### src/rtl/dbi_map.vh
`ifndef DBI_MAP_VH
`define DBI_MAP_VH

// Machine state word positions seen by the invalidate engine
`define DBI_MSTATE_USER_BIT 14
`define DBI_MSTATE_XLATE_BIT 4

// Storage attribute layout (write-through, inhibited, coherent)
`define DBI_ATTR_W_BIT 2
`define DBI_ATTR_I_BIT 1
`define DBI_ATTR_M_BIT 0

// Cache geometry
`define DBI_ADDR_W 32
`define DBI_BLK_OFS_W 5

// Engine state width
`define DBI_ST_W 3

`endif

### src/rtl/dbi_ea_gen.v
`include "dbi_map.vh"

// Effective address from base and index registers
module dbi_ea_gen (
   input wire base_is_r0,
   input wire [`DBI_ADDR_W-1:0] base_gpr,
   input wire [`DBI_ADDR_W-1:0] index_gpr,
   output wire [`DBI_ADDR_W-1:0] ea
);

   wire [`DBI_ADDR_W-1:0] base_val;

   // Register zero in the base field reads as the value zero
   assign base_val = base_is_r0 ? {`DBI_ADDR_W{1'b0}} : base_gpr;
   assign ea = base_val + index_gpr;

endmodule

### src/rtl/dbi_ctrl.v
`include "dbi_map.vh"

// Behaviour
// - Invalidate accepted for cache work only in supervisor state.
// - Effective address is base plus index; base field zero means value zero.
// - Whole cache block holding the addressed byte is invalidated.
// - Direct-store segment makes the operation a no-op.
// - Coherent page: invalidate locally and in all other caches, no writeback.
// - Coherent page, locally absent: other copies still invalidated and discarded.
// - Non-coherent page: local invalidate only, no broadcast, absent means nothing.
// - Translation enabled and no translation found raises data access exception.
// - Write-through and inhibited attributes do not change the behaviour.
// - Translation and protection checked exactly as a store.
// - Changed and referenced bits are left unset.
module dbi_ctrl (
   input wire clk,
   input wire nrst,
   input wire req_valid,
   output wire req_ready,
   input wire base_is_r0,
   input wire [`DBI_ADDR_W-1:0] base_gpr,
   input wire [`DBI_ADDR_W-1:0] index_gpr,
   input wire [31:0] machine_state_reg,
   output wire mmu_req,
   output wire [`DBI_ADDR_W-1:0] mmu_ea,
   output wire mmu_is_store,
   output wire mmu_rc_update,
   input wire mmu_ack,
   input wire mmu_hit,
   input wire mmu_direct_store,
   input wire mmu_prot_fault,
   input wire [`DBI_ADDR_W-1:0] mmu_pa,
   input wire [2:0] storage_attr_bits,
   output wire cache_inv_req,
   output wire [`DBI_ADDR_W-1:0] cache_inv_addr,
   input wire cache_inv_ack,
   input wire cache_inv_hit,
   output wire snoop_inv_req,
   output wire [`DBI_ADDR_W-1:0] snoop_inv_addr,
   input wire snoop_inv_ack,
   output wire done_valid,
   output wire exc_program,
   output wire exc_data_access,
   output wire dsi_no_xlate,
   output wire dsi_prot,
   output wire [`DBI_ADDR_W-1:0] dsi_ea,
   output wire op_nop,
   output wire op_bcast,
   output wire op_local_hit,
   output wire busy
);

   // Engine states
   localparam [`DBI_ST_W-1:0] ST_IDLE = 3'h0;
   localparam [`DBI_ST_W-1:0] ST_XLATE = 3'h1;
   localparam [`DBI_ST_W-1:0] ST_LOCAL = 3'h2;
   localparam [`DBI_ST_W-1:0] ST_BCAST = 3'h3;
   localparam [`DBI_ST_W-1:0] ST_DONE = 3'h4;

   // Clear the offset bits so the whole block is addressed
   function [`DBI_ADDR_W-1:0] blk_align;
      input [`DBI_ADDR_W-1:0] addr;
      begin
         blk_align = {addr[`DBI_ADDR_W-1:`DBI_BLK_OFS_W], {`DBI_BLK_OFS_W{1'b0}}};
      end
   endfunction

   // State decode shared by the handshake outputs
   function st_is;
      input [`DBI_ST_W-1:0] st;
      input [`DBI_ST_W-1:0] code;
      begin
         st_is = (st == code);
      end
   endfunction

   wire [`DBI_ADDR_W-1:0] ea_sum;
   wire user_state;
   wire xlate_on;

   // Engine state
   reg [`DBI_ST_W-1:0] state_reg;
   reg [`DBI_ST_W-1:0] state_next;

   // Captured operands and mode
   reg [`DBI_ADDR_W-1:0] ea_reg;
   reg [`DBI_ADDR_W-1:0] ea_next;
   reg [`DBI_ADDR_W-1:0] blk_reg;
   reg [`DBI_ADDR_W-1:0] blk_next;
   reg xlate_on_reg;
   reg xlate_on_next;
   reg coherent_reg;
   reg coherent_next;

   // Exception flags
   reg exc_prog_reg;
   reg exc_prog_next;
   reg exc_dsi_reg;
   reg exc_dsi_next;
   reg no_xlate_reg;
   reg no_xlate_next;
   reg prot_reg;
   reg prot_next;

   // Outcome flags
   reg nop_reg;
   reg nop_next;
   reg bcast_reg;
   reg bcast_next;
   reg hit_reg;
   reg hit_next;

   // Address formation
   dbi_ea_gen u_ea_gen (
      .base_is_r0(base_is_r0),
      .base_gpr(base_gpr),
      .index_gpr(index_gpr),
      .ea(ea_sum)
   );

   // Privilege and translation mode from the machine state word
   assign user_state = machine_state_reg[`DBI_MSTATE_USER_BIT];
   assign xlate_on = machine_state_reg[`DBI_MSTATE_XLATE_BIT];

   // Handshake outputs follow the state
   assign req_ready = st_is(state_reg, ST_IDLE);
   assign busy = !st_is(state_reg, ST_IDLE);
   assign mmu_req = st_is(state_reg, ST_XLATE);
   assign cache_inv_req = st_is(state_reg, ST_LOCAL);
   assign snoop_inv_req = st_is(state_reg, ST_BCAST);
   assign done_valid = st_is(state_reg, ST_DONE);

   // Lookup is always a store-type access
   assign mmu_is_store = 1'b1;
   // Never ask the MMU to mark the page changed or referenced
   assign mmu_rc_update = 1'b0;

   // Data outputs from flops
   assign mmu_ea = ea_reg;
   assign cache_inv_addr = blk_reg;
   assign snoop_inv_addr = blk_reg;
   assign dsi_ea = ea_reg;
   assign exc_program = exc_prog_reg;
   assign exc_data_access = exc_dsi_reg;
   assign dsi_no_xlate = no_xlate_reg;
   assign dsi_prot = prot_reg;
   assign op_nop = nop_reg;
   assign op_bcast = bcast_reg;
   assign op_local_hit = hit_reg;

   // Next-state and result logic
   always @* begin
      state_next = state_reg;
      ea_next = ea_reg;
      blk_next = blk_reg;
      xlate_on_next = xlate_on_reg;
      coherent_next = coherent_reg;
      exc_prog_next = exc_prog_reg;
      exc_dsi_next = exc_dsi_reg;
      no_xlate_next = no_xlate_reg;
      prot_next = prot_reg;
      nop_next = nop_reg;
      bcast_next = bcast_reg;
      hit_next = hit_reg;
      case (state_reg)
         ST_IDLE: begin
            if (req_valid) begin
               // Fresh result for every accepted operation
               ea_next = ea_sum;
               xlate_on_next = xlate_on;
               coherent_next = 1'b0;
               exc_prog_next = 1'b0;
               exc_dsi_next = 1'b0;
               no_xlate_next = 1'b0;
               prot_next = 1'b0;
               nop_next = 1'b0;
               bcast_next = 1'b0;
               hit_next = 1'b0;
               if (user_state) begin
                  // Privileged: no cache is touched
                  exc_prog_next = 1'b1;
                  state_next = ST_DONE;
               end else begin
                  state_next = ST_XLATE;
               end
            end
         end
         ST_XLATE: begin
            if (mmu_ack) begin
               if (mmu_direct_store) begin
                  // Direct-store segment: finish without effect
                  nop_next = 1'b1;
                  state_next = ST_DONE;
               end else if (xlate_on_reg && !mmu_hit) begin
                  // Mapped access with no translation
                  exc_dsi_next = 1'b1;
                  no_xlate_next = 1'b1;
                  state_next = ST_DONE;
               end else if (mmu_prot_fault) begin
                  // Store permission fault
                  exc_dsi_next = 1'b1;
                  prot_next = 1'b1;
                  state_next = ST_DONE;
               end else begin
                  // Real mode uses the effective address as is
                  if (xlate_on_reg) begin
                     blk_next = blk_align(mmu_pa);
                  end else begin
                     blk_next = blk_align(ea_reg);
                  end
                  // Only the coherence bit steers the flow
                  coherent_next = storage_attr_bits[`DBI_ATTR_M_BIT];
                  state_next = ST_LOCAL;
               end
            end
         end
         ST_LOCAL: begin
            if (cache_inv_ack) begin
               // Cache drops the block without writeback
               hit_next = cache_inv_hit;
               if (coherent_reg) begin
                  // Broadcast even when the local copy was absent
                  state_next = ST_BCAST;
               end else begin
                  state_next = ST_DONE;
               end
            end
         end
         ST_BCAST: begin
            if (snoop_inv_ack) begin
               bcast_next = 1'b1;
               state_next = ST_DONE;
            end
         end
         ST_DONE: begin
            state_next = ST_IDLE;
         end
         default: begin
            state_next = ST_IDLE;
         end
      endcase
   end

   // Engine state register
   always @(posedge clk or negedge nrst) begin
      if (!nrst) begin
         state_reg <= ST_IDLE;
      end else begin
         state_reg <= state_next;
      end
   end

   // Addresses of the current operation
   always @(posedge clk or negedge nrst) begin
      if (!nrst) begin
         ea_reg <= {`DBI_ADDR_W{1'b0}};
         blk_reg <= {`DBI_ADDR_W{1'b0}};
      end else begin
         ea_reg <= ea_next;
         blk_reg <= blk_next;
      end
   end

   // Mode bits latched at acceptance and at lookup
   always @(posedge clk or negedge nrst) begin
      if (!nrst) begin
         xlate_on_reg <= 1'b0;
         coherent_reg <= 1'b0;
      end else begin
         xlate_on_reg <= xlate_on_next;
         coherent_reg <= coherent_next;
      end
   end

   // Exception flags, held until the next request
   always @(posedge clk or negedge nrst) begin
      if (!nrst) begin
         exc_prog_reg <= 1'b0;
         exc_dsi_reg <= 1'b0;
         no_xlate_reg <= 1'b0;
         prot_reg <= 1'b0;
      end else begin
         exc_prog_reg <= exc_prog_next;
         exc_dsi_reg <= exc_dsi_next;
         no_xlate_reg <= no_xlate_next;
         prot_reg <= prot_next;
      end
   end

   // Outcome flags, held until the next request
   always @(posedge clk or negedge nrst) begin
      if (!nrst) begin
         nop_reg <= 1'b0;
         bcast_reg <= 1'b0;
         hit_reg <= 1'b0;
      end else begin
         nop_reg <= nop_next;
         bcast_reg <= bcast_next;
         hit_reg <= hit_next;
      end
   end

endmodule

### config.mk
export PLATFORM = sky130hd
export DESIGN_NAME = dbi_ctrl
export DESIGN_NICKNAME = d
export VERILOG_FILES = /design/src/rtl/dbi_ea_gen.v /design/src/rtl/dbi_ctrl.v
export VERILOG_INCLUDE_DIRS = /design/src /design/src/rtl
export SDC_FILE = /design/constraint.sdc
export NUM_CORES = 1
export LEC_CHECK = 0
export BUFFER_PORTS_ARGS = -buffer_cell sky130_fd_sc_hd__buf_2
export CAP_MARGIN = 20
export CORE_MARGIN = 2
export CORE_UTILIZATION = 51
export DETAILED_ROUTE_END_ITERATION = 6
export GPL_TIMING_DRIVEN = 0
export PLACE_DENSITY = 0.95
export SLEW_MARGIN = 20
export SYNTH_ARGS = -nofsm -noshare
export SYNTH_HDL_FRONTEND = slang
export SYNTH_HIERARCHICAL = 1
export SYNTH_SLANG_ARGS = --single-unit
### constraint.sdc
create_clock -name clk -period 2.6 [get_ports clk]
set_clock_uncertainty 0.1 [all_clocks]
set_input_delay 0.52 -clock clk [delete_from_list [all_inputs] [get_ports clk]]
set_output_delay 0.52 -clock clk [all_outputs]
set_load 0.05 [all_outputs]
# Word level (Yosys, flattened, before mapping)
# Index checks and enable logic that the tools add are counted.
# classes
add_sub_neg	1
eq_ne	15
mux	39
bitwise_logic	3
reduce_logical	17
# op_table
op	n
32-bit two-way mux	2
32-bit adder	1
3-bit two-way mux	9
1-bit two-way mux	20
5-bit AND reduction	3
1-bit case mux with 2 select lines	7
2-bit by 1-bit inequality test with 1-bit output, second input constant	6
3-bit case mux with 4 select lines	1
6-bit AND reduction	2
2-bit inequality test, second input constant	4
4-bit AND reduction	2
3-bit by 2-bit == test with 1-bit output, second input constant	2
3-bit AND reduction	2
2-bit nonzero test	3
3-bit by 1-bit == test with 1-bit output, second input constant	1
3-bit == test, second input constant	1
3-bit logical NOT	1
3-bit by 1-bit inequality test with 1-bit output, second input constant	1
1-bit inverter	3
1-bit logical NOT	2
2-bit AND reduction	1
1-bit logical AND	1
# totals
reg_bits	76
input_bits	142
output_inout_bits	143
wordCells	87

# Logic depth before layout (Yosys ltp)
# Gate-level depths: netlist (run 1).
# depth
ltp_word	6
ltp_mapped	13
depth_no_buf	12

# By module
# Netlist (run 1), hierarchy kept.
# modules_own_cells
mod	instances	cells_per_inst	area_each_um2	seq_area_each_um2
dbi_ctrl	1	402	3793.6	1776.7
dbi_ea_gen	1	281	1930.6	0.0

# Worst setup path after synthesis (run 1)
# OpenSTA, ideal clock, no wires.
# synth_path
path_kind	input port to flip-flop
start	in base_is_r0
end	reg ea_reg[18] (netlist: dsi_ea[18])
t_arrival_ns	2.953
required_ns	2.433
slack_ns	-0.520
cell_stages	13
path_cell_list	clkbuf_1 -> nor2b_1 -> ha_1 -> fa_1 -> a211oi_1 -> o21ai_1 -> a21oi_1 -> o21ai_1 -> a221o_1 -> a21oi_1 -> xnor2_1 -> nand2_1 -> nand2_1
# synth_via
elab_chain_cells	2
# synth_rtl
element	line	source
start, declared	dbi_ctrl.v:20	input wire base_is_r0,
32-bit two-way mux	dbi_ea_gen.v:14	assign base_val = base_is_r0 ? {`DBI_ADDR_W{1'b0}} : base_gpr;
32-bit adder	dbi_ea_gen.v:15	assign ea = base_val + index_gpr;
via ea_sum[18]	dbi_ctrl.v:77	wire [`DBI_ADDR_W-1:0] ea_sum;
end signal, assigned	dbi_ctrl.v:256	ea_reg <= {`DBI_ADDR_W{1'b0}};
end signal, assigned	dbi_ctrl.v:259	ea_reg <= ea_next;
end, declared	dbi_ctrl.v:86	reg [`DBI_ADDR_W-1:0] ea_reg;
# The timed path passes the listed nets, and every way through them passes these cells.
# A chain may end at the register's enable or synchronous reset.

# Worst setup path after layout (run 1)
# layout_path
start	in base_is_r0
end	reg ea_reg[17] (netlist: dsi_ea[17])
# Same word-level chain as after synthesis.

==> results.md, run 1 <==
* Pre-CTS WS at -680 ps
* Post-route cell area at 8160 sq um
* Ys async rst share at 1.00
* DRC violations left at 0
* Placement Cell Area at 7230 sq um
* Final WS setup at -112 ps
* Status: finished with violations
* Mapped Cells at 683
* Max reg flops at 32
* Commonest non-fill, non-tap cell in the layout: buf_2
* Hold Path Class: primary input to flip-flop
* Final #Nets at 1143
* Power Density at 1310 nW/um^2
* Critical Path RT at 2780 ps
* Synthesis-to-layout area growth at 42.5%
* RSZ-0062 raised after global routing: true
* CP Data Arrival Time at 2890 ps
* CP startpoint kind: primary input
* Pleak at 4.31 nW
* Row Count at 38
* First-iteration detailed-routing DRC count at 504
* Grt total ovfl at 0
* Most common flop cell mapped by yosys: dfrtp_1
* Slew Viols, Final at 0
* Fmax at 369 MHz
* DP Wirelength at 13100 um
* Minimum clock period at 2710 ps
* Power Total at 10.7 mW
* Initial core utilization at 0.526
* Drt pass-1 iters at 7
* First-pass GRT wire length at 25700 um
* I/O pin count at 285
* Fin Setup TNS at -364 ps
* Hold WS at 278 ps
* Flops & latches, synth at 71
* # fillers at 766
* Failing checks: negative setup slack
* Avg Inst Size Synth at 8.38 sq um
* Max cap viols at 0
* Synthesized cell area at 5720 sq um
* Clock Path Buffers at 2
* EDFF count, synth at 0
* Worst Setup End Kind: flip-flop
* Synthesis Warnings at 6
* Vias in the first global route at 5311
* Crit Path Max Fanout at 6
* Distinct cells, synth at 66
* Core Region at 10900 sq um
* Die area at 12100 sq um
* VDD IR-drop max at 1.26 mV
* Antenna fix cells at 0
* Antenna violations before repair at 0
* CTS Root Cell: clkbuf_8
* Chip Width at 110 um
* Count of final hold-check violations at 0
* Crit path kind: primary input to flip-flop
* Area leader, netlist: dfrtp_1
* Most frequent cells in the layout: buf_2, nand2_1, buf_4, dfrtp_1, nor2_1
* GRT Overall Usage at 0.273
* Layout cell share with drive strength beyond 1 at 0.493
* Final setup viols at 8
* Top-area cell type share of the netlist area at 0.310
* Clock-pin slew on the worst setup and hold paths at 80 ps
* Post-detailed-route count of antenna-violating nets at 0
* Main area contributors after synthesis: dfrtp_1, buf_4, nand2_1
* WL final at 18200 um
* # clock sinks at 71
* Vias per cell at 5.33
* DR vias at 5935
* Die outline height at 110 um
* Wirelength per Cell at 16.3 um
* H-tree Lvls at 3
* Worst-Skew Late Latency at 340 ps
* Largest net degree at the start of global routing at 49
* Number of buffers created by CTS at 9
* Slew headroom at 0.459
* Transition time of the tightest slew-check pin at 811 ps
* CTS tree: built
* Port Buf Inserts at 234
* Tcrit/Tclk final at 1.04
* Sequential cell area fraction in the yosys report at 0.310
* Routability cong. at 0.963
==> Yosys cell counts (all sizes together) (3+ instances only) <==
library cell and count:
a211oi 4, a21o 15, a21oi 64, a31oi 10, and2 5, and3 4
buf 92, clkbuf 9, dfrtp 71, ha 31, inv 10, mux2i 28
nand2 135, nand3 8, nand4 6, nor2 55, nor2b 34, nor3 6
o211ai 4, o21a 4, o21ai 19, o21bai 5, or3 3, xnor2 17
xor2 13
==> what timing repair did <==
action | in CTS | in global routing
pin swaps | 24 | 31
setup endpoints to repair | 15 | 15
hold buffers | 1 | 0
buffers inserted | 22 | 8
gates cloned | 1 | 0
gates resized for setup | 40 | 55
endpoints found under the hold margin | 23 | 0
==> layout make-up <==
class	instances	area, sq um	area share
well taps	140	175	0.0215
inverters	10	37.5	0.00460
flip-flops and latches	71	1780	0.218
repair buffers	267	1480	0.181
plain buffers	99	769	0.0944
clock buffers	12	155	0.0190
multi-input cells	511	3710	0.455
clock inverters	4	52.6	0.00644
==> worst max-delay path, stage by stage <==
cell	delay, ps
buf_12	90
clkbuf_16	150
nor2b_4	50
ha_4	280
nand4_1	160
buf_4	190
nor4b_4	380
nor4_4	70
nor2b_2	180
a31oi_2	140
o21ai_1	220
xor2_1	300
nand2_1	90
nand2_1	60
==> per-layer routing <==
layer  up-vias  track usage  wire length, um
li1       2828            -                -
met5         -            0                0
met1      2776        0.345             7260
met4         0       0.0805              442
met2       291        0.489             9410
met3        40       0.0308             1110
==> path summary, 6_finish.rpt <==
path                                 startpoint                 to  slack (ps)  cells past startpoint
setup / recovery                     base_is_r0         dsi_ea[17]        -110                     14
max in group asynchronous                  nrst  cache_inv_addr[5]        1320                      3
hold / removal             machine_state_reg[4]       xlate_on_reg         280                      3
setup reg to reg                   xlate_on_reg  cache_inv_addr[5]         690                      4
hold reg to reg                        dsi_prot           dsi_prot         370                      2
min in group asynchronous                  nrst           op_bcast         550                      2
==> cell families (layout without fill, tap and decap cells) <==
family                     count (synthesis)  in the layout  share of synthesized area
buffers and inverters                    111            392                      0.136
AOI/OAI and AO/OA                        144            144                      0.174
DFF                                       71             71                      0.310
muxes                                     29             29                     0.0509
other                                      2             12                    0.00131
xor gates and xnor gates                  30             30                     0.0459
adders and majority gates                 32             32                     0.0713
and+or+nand+nor                          264            264                      0.211
==> where the power goes <==
part / total (mW) / internal (mW) / switching [mW] / leakage [nW]
logic: 7.57 / 2.19 / 5.38 / 3.32
registers: 2.17 / 1.63 / 0.544 / 0.877
clock network: 0.911 / 0.500 / 0.411 / 0.107
==> metrics by stage <==
stage | utilization | cells
after floorplan | - | 693
final | 0.749 | 1114
after detailed placement | 0.664 | 1068
after global routing | 0.749 | 1114
after global placement | 0.661 | 1067
after CTS | 0.718 | 1106
Power figures use the tool's default switching activity.
==> inputs of run 2 (changes only) <==
Settings changed: CORE_ASPECT_RATIO set to 1.5, CORE_UTILIZATION 51 to 47, PLACE_DENSITY 0.95 to 0.89.
Clock period 2.6 ns to 3.1 ns, I/O delays scaled along.
==> run 2 against run 1 <==
Critical endpoint is now dsi_ea[18]. The run now ends clean. Routed wire length down 7.0%. Cell count down 1.1%. Highest routed layer unchanged. Total power down 13%. Die area up 8.3%. Largest cell class unchanged. Flip-flop and latch count unchanged. Critical path depth unchanged. Sequential power down 16%. Clock power up 38%. Design area down 6.3%. Combinational power down 18%.
==> results.md, run 2 (synthesized netlist as in run 1, its figures left out) <==
* CP top delay family: compound AO/OA/AOI/OAI gates
* Chip Width at 94.1 um (-14%)
* Worst reg-to-reg setup slack at 1230 ps (+540 ps)
* Fmax at 333 MHz
* First-pass GRT wire length at 26100 um (+1.4%)
* Drt pass-1 iters at 4 (-3)
* Net Sw Frac at 0.570 (-0.0249)
* Power Density at 1210 nW/um^2 (-7.3%)
* Fin cells at 1102 (-1.1%)
* Final WS setup at 100 ps (+212 ps)
* Worst R2R Path Depth at 4 (unchanged)
* # fillers at 1085 (+42%)
* Hold WS at 126 ps (-152 ps)
* Core Region at 12000 sq um (+9.8%)
* Crit Path Max Fanout at 6 (unchanged)
* Worst Setup End Kind: flip-flop
* Flop pwr share at 0.197 (-0.007)
* RR Startpoint: xlate_on_reg
* Minimum clock period at 3000 ps
* CP peak stage delay at 430 ps (+50 ps)
* Wirelength per Cell at 15.4 um (-6.0%)
* Post-detailed-route count of antenna-violating nets at 0 (unchanged)
* Max cap viols at 0 (unchanged)
* Worst path slowest cell: fa_2
* DRC violations left at 0 (unchanged)
* Combinational share of power at 0.667 (-0.044)
* CP Data Arrival Time at 3170 ps (+280 ps)
* VDD IR-drop max at 0.734 mV (-42%)
* # clock sinks at 71 (unchanged)
* Routability cong. at 0.918 (-4.7%)
* Worst Setup EP: dsi_ea[18]
* Slew headroom at 0.424 (-0.0357)
* CTS tree: built
* Vias per cell at 5.10 (-4.3%)
* Largest net degree at the start of global routing at 41 (-16%)
* Number of buffers created by CTS at 9 (unchanged)
* Most frequent cells in the layout: buf_2, nand2_1, buf_4, dfrtp_1, nor2_1
* Port Buf Inserts at 234 (unchanged)
* Crit path cell chain: buf_6 -> buf_6 -> nor2b_1 -> ha_2 -> fa_2 -> a211oi_4 -> o21ai_1 -> a21oi_2 -> o21ai_2 -> a221o_1 -> a21oi_1 -> xnor2_1 -> nand2_1 -> nand2_1
* Initial core utilization at 0.479 (-0.0469)
* CTS Root Cell: clkbuf_16
* Clock-pin slew on the worst setup and hold paths at 60 ps (-20 ps)
* Transition time of the tightest slew-check pin at 864 ps (+53.5 ps)
* Worst-Skew Late Latency at 330 ps (about the same)
* Vias in the first global route at 5485 (+3.3%)
* DR vias at 5619 (-5.3%)
* Grt total ovfl at 0 (unchanged)
* Slew Viols, Final at 0 (unchanged)
* Commonest non-fill, non-tap cell in the layout: buf_2
* Worst path depth at 14 (unchanged)
* Clock power frac at 0.136 (+0.050)
* Critical Path RT at 3270 ps (+490 ps)
* Layout cell share with drive strength beyond 1 at 0.424 (-0.0692)
* DP Wirelength at 13700 um (+4.9%)
* Die outline height at 139 um (+27%)
* Die area at 13100 sq um (+8.3%)
* P_int at 3.98 mW (-7.9%)
* Final #Nets at 1118 (-2.2%)
* H-tree Lvls at 3 (unchanged)
* Final setup viols at 0 (-8)
* Dpl cells at 1081 (+1.2%)
* Post-route cell area at 7640 sq um (-6.3%)
* Worst Setup SP: base_is_r0
* Max reg flops at 32 (unchanged)
* WL final at 16900 um (-7.0%)
* Antenna violations before repair at 0 (unchanged)
* Hold Path Class: primary input to async pin
* First-iteration detailed-routing DRC count at 241 (-52%)
* Antenna fix cells at 0 (unchanged)
* Psw at 5.27 mW (-17%)
* Count of final hold-check violations at 0 (unchanged)
* Row Count at 49 (+29%)
* WP buf/inv at 2 (-1)
* Clock Path Buffers at 2 (unchanged)
* Crit path kind: primary input to flip-flop
* CP startpoint kind: primary input
* Finished Core Util at 0.639 (-0.110)
* I/O pin count at 285 (unchanged)
* Synthesis-to-layout area growth at 33.5%
* Tcrit/Tclk final at 0.968
* Placement Cell Area at 7150 sq um (-1.0%)
* Pre-CTS WS at -575 ps (+104 ps)
* Status: completed
* Reg2Reg Capture Point: cache_inv_addr[19]
* Pleak at 4.12 nW (-4.4%)
* GRT Overall Usage at 0.251 (-0.0219)
[run 2: worst min path at each step]
stage                              end  cells after the start     start  slack, ps
global placement              dsi_prot                      2  dsi_prot        350
finish              cache_inv_addr[28]                      1      nrst        130
floorplan           cache_inv_addr[10]                      0      nrst        220
CTS                 cache_inv_addr[28]                      1      nrst        140
global route              state_reg[0]                      1      nrst        160
detailed placement            dsi_prot                      2  dsi_prot        360
[run 2: per-stage QoR]
step           setup TNS (ps)  power, mW
2_1_floorplan               0       6.61
3_3_place_gp            -6230       7.88
3_5_place_dp            -6300       7.99
4_1_cts                     0       9.28
5_1_grt                 -45.7       9.70
6_report                    0       9.25
[run 2: power by group through the flow]
| stage | combinational [mW] | clock (mW) | sequential [mW] |
|---|---|---|---|
| floorplan | 3.47 | 0 | 3.14 |
| global placement | 6.06 | 0 | 1.82 |
| detailed placement | 6.15 | 0 | 1.84 |
| CTS | 6.17 | 1.27 | 1.83 |
| global route | 6.50 | 1.31 | 1.89 |
| finish | 6.17 | 1.26 | 1.82 |
[run 2: timing repair]
action / 4_1_cts / 5_1_grt
gates resized for setup: 8 / 14
endpoints found under the setup margin: 11 / 11
setup buffers: 1 / 6
pin swaps: 1 / 11
cloned: 0 / 1
hold buffers: 0 / 0
[run 2: per-layer routing]
metal	share of wire	track usage	wire length, um
met4	0.032	0.117	534
met1	0.37	0.273	6290
met5	0	0	0
met3	0.050	0.0288	849
met2	0.55	0.473	9260
[run 2: area by class of cell]
| type | instances | area, sq um | area share |
|---|---|---|---|
| inverters | 10 | 37.5 | 0.00491 |
| clock inverters | 7 | 145 | 0.0190 |
| repair buffers | 242 | 1250 | 0.164 |
| well taps | 153 | 191 | 0.0251 |
| flip-flops and latches | 71 | 1780 | 0.233 |
| plain buffers | 99 | 741 | 0.0969 |
| multi-input cells | 511 | 3270 | 0.429 |
| clock buffers | 9 | 225 | 0.0295 |
